File: src/hdl/swat_pkg.sv
// Timing constants and line states for the single-wire activation logic
// Assumes a 25 MHz reference clock; counts are derived from it
package swat_pkg;

  // ==========================================================
  // Reference clock
  localparam int unsigned CLK_KHZ = 25000;

  // ==========================================================
  // Times as specified
  localparam int unsigned LINE_RAISE_COLD_US = 1000;
  localparam int unsigned WARM_RESUME_US = 500;
  localparam int unsigned RESYNC_WINDOW_US = 2000;
  localparam int unsigned ABANDON_MS = 100;
  localparam int unsigned GND_CLAMP_S = 2;
  localparam int unsigned DEACT_LOW_US = 100;

  // ==========================================================
  // Cycle counts (longest times, rounded down)
  localparam int unsigned WARM_RESUME_CYC = WARM_RESUME_US * CLK_KHZ / 1000;
  localparam int unsigned RESYNC_WINDOW_CYC = RESYNC_WINDOW_US * CLK_KHZ / 1000;
  localparam int unsigned ABANDON_CYC = ABANDON_MS * CLK_KHZ;
  localparam int unsigned GND_CLAMP_CYC = GND_CLAMP_S * CLK_KHZ * 1000;
  localparam int unsigned DEACT_LOW_CYC = DEACT_LOW_US * CLK_KHZ / 1000;

  // ==========================================================
  // Counter width and line states
  localparam int unsigned CNT_W = 32;
  typedef logic [CNT_W-1:0] swat_cnt_t;

  typedef enum logic [2:0] {
    ST_DEACT,
    ST_SUSP,
    ST_PEND,
    ST_RESUME,
    ST_ACTIVE,
    ST_INHIBIT
  } swat_state_e;

endpackage

File: src/hdl/swat_top.sv
// Card-side activation timing for the single-wire link
// Assumes frame layer logic on the same clock; line pins are asynchronous
//
// Overview of operation
// - Resume for resent sync frame starts within 2000 us of power frame end.
// - Unanswered resume is abandoned within 100 ms; block then stays inhibited until line deactivation.
// - From deactivated, card resumes within 500 us after the line goes high.
// - Contact not tied to supply, no terminal support: ground it within 2 s.
// - Slave current means something only while master voltage is high.
// - Link activation after contact activation counts as application selection.
// - Suspended line: voltage high, current low; entered from active on link_suspended unless a repeat-flagged power frame ends in the same cycle.
`timescale 1ns/10ps

module swat_top #(
  parameter int unsigned RESYNC_CYC = swat_pkg::RESYNC_WINDOW_CYC,
  parameter int unsigned ABANDON_CYC = swat_pkg::ABANDON_CYC,
  parameter int unsigned WARM_CYC = swat_pkg::WARM_RESUME_CYC,
  parameter int unsigned CLAMP_CYC = swat_pkg::GND_CLAMP_CYC,
  parameter int unsigned DEACT_CYC = swat_pkg::DEACT_LOW_CYC
) (
  input wire logic clock,
  input wire logic rst_n,
  input wire logic master_voltage_signal,
  input wire logic contact_tied_supply,
  input wire logic resume_req,
  input wire logic link_suspended,
  input wire logic power_frame_done,
  input wire logic frame_repeat_flag,
  input wire logic low_power_mode_in,
  input wire logic contact_if_active,
  input wire logic swp_check_done,
  input wire logic terminal_swp_support,
  output logic slave_current_signal,
  output logic contact_ground_oe,
  output logic sync_frame_start,
  output logic app_select,
  output logic resume_abandoned,
  output logic link_activated,
  output logic low_power_report
);

  // ==========================================================
  // Pin synchronisers
  logic s1_m_r, s1_s_r, s1_d_r;
  logic tie_m_r, tie_s_r;

  always_ff @(posedge clock) begin
    if (!rst_n) begin
      s1_m_r <= 1'b0;
      s1_s_r <= 1'b0;
      s1_d_r <= 1'b0;
      tie_m_r <= 1'b0;
      tie_s_r <= 1'b0;
    end else begin
      s1_m_r <= master_voltage_signal;
      s1_s_r <= s1_m_r;
      s1_d_r <= s1_s_r;
      tie_m_r <= contact_tied_supply;
      tie_s_r <= tie_m_r;
    end
  end

  logic s1_rise, s1_fall;
  assign s1_rise = s1_s_r & ~s1_d_r;
  assign s1_fall = ~s1_s_r & s1_d_r;

  // ==========================================================
  // Line state machine
  swat_pkg::swat_state_e state_r, state_nxt;
  swat_pkg::swat_cnt_t cnt_r, cnt_nxt;
  swat_pkg::swat_cnt_t low_r, low_nxt;
  logic s2_r, s2_nxt;
  logic sync_r, sync_nxt;
  logic app_r, app_nxt;
  logic clamp_r, clamp_nxt;
  logic lpm_r, lpm_nxt;

  function automatic swat_pkg::swat_cnt_t swat_cnt_one();
    swat_cnt_one = swat_pkg::swat_cnt_t'(1);
  endfunction

  always_comb begin
    state_nxt = state_r;
    cnt_nxt = cnt_r + swat_cnt_one();
    low_nxt = s1_s_r ? '0 : low_r + swat_cnt_one();
    sync_nxt = 1'b0;
    app_nxt = 1'b0;
    clamp_nxt = clamp_r;
    lpm_nxt = low_power_mode_in;
    case (state_r)
      swat_pkg::ST_DEACT: begin
        low_nxt = '0;
        if (s1_rise) begin
          state_nxt = swat_pkg::ST_RESUME;
          cnt_nxt = '0;
          app_nxt = contact_if_active;
        end
      end
      swat_pkg::ST_SUSP: begin
        if (resume_req) begin
          state_nxt = swat_pkg::ST_RESUME;
          cnt_nxt = '0;
        end
      end
      swat_pkg::ST_PEND: begin
        if (link_suspended || cnt_r >= swat_pkg::swat_cnt_t'(RESYNC_CYC - 1)) begin
          state_nxt = swat_pkg::ST_RESUME;
          cnt_nxt = '0;
        end
      end
      swat_pkg::ST_RESUME: begin
        if (s1_fall) begin
          state_nxt = swat_pkg::ST_ACTIVE;
          sync_nxt = 1'b1;
        end else if (cnt_r >= swat_pkg::swat_cnt_t'(ABANDON_CYC - 1)) begin
          state_nxt = swat_pkg::ST_INHIBIT;
        end
      end
      swat_pkg::ST_ACTIVE: begin
        if (power_frame_done && frame_repeat_flag) begin
          state_nxt = swat_pkg::ST_PEND;
          cnt_nxt = '0;
        end else if (link_suspended) begin
          state_nxt = swat_pkg::ST_SUSP;
        end
      end
      swat_pkg::ST_INHIBIT: begin
      end
      default: begin
        state_nxt = swat_pkg::ST_DEACT;
      end
    endcase
    // Long low on the line deactivates it
    if (state_r != swat_pkg::ST_DEACT && low_r >= swat_pkg::swat_cnt_t'(DEACT_CYC - 1)) begin
      state_nxt = swat_pkg::ST_DEACT;
    end
    s2_nxt = (state_nxt == swat_pkg::ST_RESUME) && s1_s_r;
    if (swp_check_done && !tie_s_r && !terminal_swp_support) begin
      clamp_nxt = 1'b1;
    end
  end

  always_ff @(posedge clock) begin
    if (!rst_n) begin
      state_r <= swat_pkg::ST_DEACT;
      cnt_r <= '0;
      low_r <= '0;
      s2_r <= 1'b0;
      sync_r <= 1'b0;
      app_r <= 1'b0;
      clamp_r <= 1'b0;
      lpm_r <= 1'b0;
    end else begin
      state_r <= state_nxt;
      cnt_r <= cnt_nxt;
      low_r <= low_nxt;
      s2_r <= s2_nxt;
      sync_r <= sync_nxt;
      app_r <= app_nxt;
      clamp_r <= clamp_nxt;
      lpm_r <= lpm_nxt;
    end
  end

  // ==========================================================
  // Output flops
  logic abandon_r, abandon_nxt;
  logic act_r, act_nxt;

  always_comb begin
    abandon_nxt = (state_nxt == swat_pkg::ST_INHIBIT);
    act_nxt = (state_nxt == swat_pkg::ST_ACTIVE);
  end

  always_ff @(posedge clock) begin
    if (!rst_n) begin
      abandon_r <= 1'b0;
      act_r <= 1'b0;
    end else begin
      abandon_r <= abandon_nxt;
      act_r <= act_nxt;
    end
  end

  assign slave_current_signal = s2_r;
  assign contact_ground_oe = clamp_r;
  assign sync_frame_start = sync_r;
  assign app_select = app_r;
  assign resume_abandoned = abandon_r;
  assign link_activated = act_r;
  assign low_power_report = lpm_r;
endmodule // swat_top

File: config.mk
export PLATFORM = sky130hd
export DESIGN_NAME = swat_top
export DESIGN_NICKNAME = d
export VERILOG_FILES = /design/src/hdl/swat_pkg.sv /design/src/hdl/swat_top.sv
export SDC_FILE = /design/constraint.sdc
export NUM_CORES = 1
export LEC_CHECK = 0
export BUFFER_PORTS_ARGS = -buffer_cell sky130_fd_sc_hd__buf_2
export CAP_MARGIN = 20
export CELL_PAD_IN_SITES_DETAIL_PLACEMENT = 1
export CELL_PAD_IN_SITES_GLOBAL_PLACEMENT = 2
export CORE_MARGIN = 5
export CORE_UTILIZATION = 40
export CTS_CLUSTER_SIZE = 24
export DETAILED_ROUTE_END_ITERATION = 8
export PLACE_DENSITY = 0.85
export SYNTH_ARGS = -nofsm -noshare
export SYNTH_HDL_FRONTEND = slang
export SYNTH_SLANG_ARGS = --single-unit
File: constraint.sdc
create_clock -name clock -period 6.7 [get_ports clock]
set_clock_uncertainty 0.2 [all_clocks]
set_input_delay 0.67 -clock clock [delete_from_list [all_inputs] [get_ports clock]]
set_output_delay 0.67 -clock clock [all_outputs]
set_load 0.01 [all_outputs]
==> After elaboration in Yosys (flattened, before gate mapping) <==
Cells that the tools add are included.
{ "word_totals": {"regBits": 79, "output_inout_bits": 7, "elab_cells": 61, "input_bits": 12} }
{ "op_classes": {"reduce_logical": 13, "order_cmp": 3, "n_eq_ne": 8, "addsub": 2, "n_mux": 15, "n_bitwise": 5} }
{ "op_table": {"columns": ["cell", "n"], "rows": [
  ["$mux W32", 4],
  ["$pmux W32 S4", 1],
  ["$add A32 B1 Y32 const B", 2],
  ["$ge A32 B12 Y1 const B", 1],
  ["$ge A32 B16 Y1 const B", 1],
  ["$ge A32 B22 Y1 const B", 1],
  ["$mux W3", 8],
  ["$pmux W3 S6", 1],
  ["$eq A3 B3 Y1 const B", 4],
  ["$eq A3 B2 Y1 const B", 3],
  ["$logic_and A1 B1 Y1", 5],
  ["$eq A3 B1 Y1 const B", 1],
  ["$logic_not A3 Y1", 1],
  ["$not A1 Y1", 3],
  ["$reduce_and A3 Y1", 1],
  ["$reduce_bool A3 Y1", 1],
  ["$reduce_or A3 Y1", 1],
  ["$and A1 B1 Y1", 2],
  ["$logic_not A1 Y1", 2],
  ["$reduce_and A2 Y1", 1],
  ["$logic_or A1 B1 Y1", 1],
  ["$mux W1", 1]
]} }

==> Logic depth before layout (Yosys ltp) <==
{ "depth": {"word_depth": 7, "mapped_depth": 7, "ltp_nobuf": 6} }

==> Least setup slack after synthesis <==
No wires, ideal clock.
{ "synth_timing": {"path_type": "register -> register", "startpoint": "reg cnt_r[13]", "endpoint": "reg cnt_r[8]", "setup_time_ps": 115, "path_slack_ps": 4540, "path_buffers": 1, "t_arrival_ps": 1846, "t_required_ps": 6385, "synth_period_minus_slack_ps": 2160, "path_stages_with_launch": 7, "path_cell_list": "dfxtp_1 -> or4_1 -> or3_1 -> o2111ai_1 -> o22a_2 -> buf_6 -> nor2_1"} }
{ "synth_between": {"elab_chain_cells": 4} }
{ "synth_lines": {"columns": ["item", "line_no", "source"], "rows": [
  ["start, declared", "swat_top.sv:70", "swat_pkg::swat_cnt_t cnt_r, cnt_nxt;"],
  ["start signal, assigned", "swat_top.sv:155", "cnt_r <= cnt_nxt;"],
  ["$ge A32 B16 Y1", "swat_top.sv:106", "if (link_suspended || cnt_r >= swat_pkg::swat_cnt_t'(RESYNC_CYC - 1)) begin"],
  ["$logic_or A1 B1 Y1", "swat_top.sv:106", null],
  ["$mux W32", "swat_top.sv:106", null],
  ["$pmux W32 S4", "swat_top.sv:90", "case (state_r)"]
]} }
No other way between the ends.
A chain may end at the register's enable or synchronous reset.

==> Final worst setup path <==
{ "layout_timing": {"startpoint": "reg cnt_r[12]", "endpoint": "reg cnt_r[28]"} }
{ "layout_between": {"elab_chain_cells": 4, "elab_cells_between_ends": 8, "cone_classes": "1 x add/sub; 1 x order compare; 5 x mux; 1 x reduce/logical"} }
{ "layout_lines": {"columns": ["item", "line_no"], "rows": [
  ["$ge A32 B16 Y1", "swat_top.sv:106"],
  ["$logic_or A1 B1 Y1", "swat_top.sv:106"],
  ["$mux W32", "swat_top.sv:106"],
  ["$pmux W32 S4 *", "swat_top.sv:90"]
]} }
Mark *: on every way between the ends. The rest lies on a longest branch, timed or not.

==> results by group <==
Outcome
  – Status: finished clean

Final layout
  – Post-route insts no fill: 541
  – Layout cells sized above 1: 8.55%
  – Largest regs: cnt_r x32, low_r x32, state_r x3
  – Final #Nets: 442
  – N_diodes: 0
  – Filler cell count: 1,053
  – Design Area, Final: 3950 um^2
  – Highest-count cells in the layout ignoring fill and taps: nor2_1 (82), dfxtp_1 (79), xor2_1 (49), nand3_1 (27), nand4_1 (26)
  – Area Growth Syn to Fin: 10.0%
  – Commonest non-fill, non-tap cell in the layout: nor2_1

Synth
  – Post-Synth XOR/XNOR Area: 14.6%
  – Mux cell area share after synthesis: 0%
  – Largest family of logic cells by synthesized area: simple AND/OR/NAND/NOR gates
  – Post-Syn Area: 3590 um^2
  – Share of the yosys chip area belonging to registers: 44.1%
  – Post-synth EDFFs: 0
  – Complex-gate fraction of the synthesized area: 5.19%
  – Syn_nets: 429
  – Post-Syn Instances: 415
  – Post-Synth Adder-Cell Area: 0.697%
  – Synth Area in Simple Gates: 32.2%
  – Flops & latches, synth: 79
  – Asr flop ratio synth: 0%
  – Synth Warn #: 0
  – Unique masters post-synth: 43
  – Top FF cell, synth: dfxtp_1
  – Syn avg cell area: 8.65 um^2

Clock network
  – TritonCTS Sinks: 79
  – Post-CTS setup buffer count: 0
  – Clk root buf: clkbuf_8
  – Bufs on Longest Clock Path: 2
  – CTS Buf Count: 9
  – Latest clock arrival within the worst-skew pair: 0.34 ns
  – Post-CTS Resized: 0
  – CTS Hold Buffers Added: 0
  – CTS tree: built
  – H-Tree Depth: 3
  – CTS clk-pin slew, worst paths: 0.07 ns

Global routing
  – Largest net degree at the start of global routing: 33
  – Total grt overflow: 0
  – GRT Total Usage: 15.5%
  – First-pass GRT wire length: 14,300 um
  – Vias in the first global route: 2,989
  – Initial antenna violation count: 0

Hold path
  – Worst Hold Class: register to register

Drt
  – Final WL: 8120 um
  – Met2 WL post-DR: 3980 um
  – Top routing layer in use: met4
  – Vias per cell: 5.36
  – First drt pass iteration count: 5
  – Via count: 2,898
  – DR WL met3: 135 um
  – Final ANT Viol Nets: 0
  – 1st-iter DRT viols: 62
  – WL/cell: 15.0 um
  – # DRC: 0
  – M1 WL: 3920 um

Timing
  – Hold slack: 0.233 ns
  – Normalized max-slew margin: 35.4%
  – RSZ-0062 raised after global routing: no
  – Tcrit/Tclk final: 39.1%
  – Max Slew Vio Count: 0
  – Fin crit period: 2.62 ns
  – Final Hold Viols: 0
  – FMAX: 0.382 GHz
  – Final setup viols: 0
  – PnR worst setup slack: 4.08 ns
  – Worst slew pin tran: 0.966 ns
  – Sum Neg Setup Slack: 0 ns

Setup path
  – Setup crit start kind: register
  – Worst path required time: 6.71 ns
  – Critical-path maximum fanout: 32
  – Worst EP arrival: 2.63 ns
  – Critical path class: register to register
  – Crit end category: register

Placed design
  – Hpwl dp: 5680 um
  – Placer congestion estimate: 0.744
  – Placed Area: 3740 um^2
  – Post-place setup slack: 4.04 ns
  – I/O Buffers: 18
  – Placed cell count: 525

Die
  – Die extent in x: 105 um
  – Core Region: 8720 um^2
  – Die Area: 11,000 um^2
  – Row count: 34
  – Die Y: 105 um
  – Initial Utilization: 41.2%
  – IO Pins: 19

Power and ir drop
  – Leak: 1.47 nW
  – Maximum VDD drop: 0.113 mV
  – Cell area power density: 232 nW/um^2

Flow run
  – MaxCap Viol Count: 0
[worst max-delay path: stages (launching register included)]
cell and delay (ns):
dfxtp_1 0.37, or4_1 0.54, or3_1 0.39, o2111ai_1 0.26, o22a_2 0.60, nor2_1 0.11
[final timing paths]
path                                 from        end  slack (ns)  cells after the start
worst min register to register    tie_m_r    tie_s_r        0.23                      1
worst min-delay path              tie_m_r    tie_s_r        0.23                      1
worst max-delay path            cnt_r[12]  cnt_r[28]        4.08                      5
worst max register to register  cnt_r[12]  cnt_r[28]        4.08                      5
[logic make-up after synthesis]
kind of cell	count (synthesis)
AND/OR/NAND/NOR	223
flip-flops	79
XOR/XNOR	60
AO/OA/AOI/OAI	26
buffers and inverters	25
adder cells (fa/ha/maj)	2
[metal layers]
layer	GRT usage, %	up-vias
met2	26.3	11
met1	19.7	1407
li1	-	1474
met5	0	-
met4	4.93	0
met3	3.33	6
[synth_stat cells (3+ instances only)]
cell type	n	area, um^2
and2_1	12	75.1
nor2_1	82	308
inv_1	6	22.5
and3_1	16	100
o21ai_0	4	20.0
nand3_1	27	135
xnor2_1	11	96.3
dfxtp_1	79	1580
buf_6	3	33.8
nor4_1	11	68.8
clkbuf_1	15	56.3
nand2_1	19	71.3
xor2_1	49	429
nand4_1	26	163
o211ai_1	3	22.5
and4_1	11	96.3
a31oi_1	5	31.3
nor3_1	5	25.0
or4_1	3	22.5
[power breakdown]
group | switching [W] | internal (W) | total [W] | leakage (nW)
combinational | 0.0000389 | 0.0000172 | 0.0000561 | 0.727
clock | 0.000164 | 0.000209 | 0.000373 | 0.104
sequential | 0.00000939 | 0.000478 | 0.000488 | 0.639
total | 0.000212 | 0.000705 | 0.000917 | 1.47
[area by class of cell]
class / instances / area (um^2) / share of cell area (%)
multi-input cells: 311 / 1890 / 47.9
flip-flops and latches: 79 / 1580 / 40.1
clock buffers: 12 / 135 / 3.42
well taps: 108 / 135 / 3.42
repair buffers: 21 / 113 / 2.85
clock inverters: 4 / 70.1 / 1.77
inverters: 6 / 22.5 / 0.570
[through the flow]
step	total power [W]	util, %
after floorplan	0.000542	-
after global placement	0.000555	42.9
after detailed placement	0.000556	42.9
after CTS	0.000932	45.3
after global routing	0.000964	45.3
final	0.000917	45.3
Power figures use the tool's default switching activity.
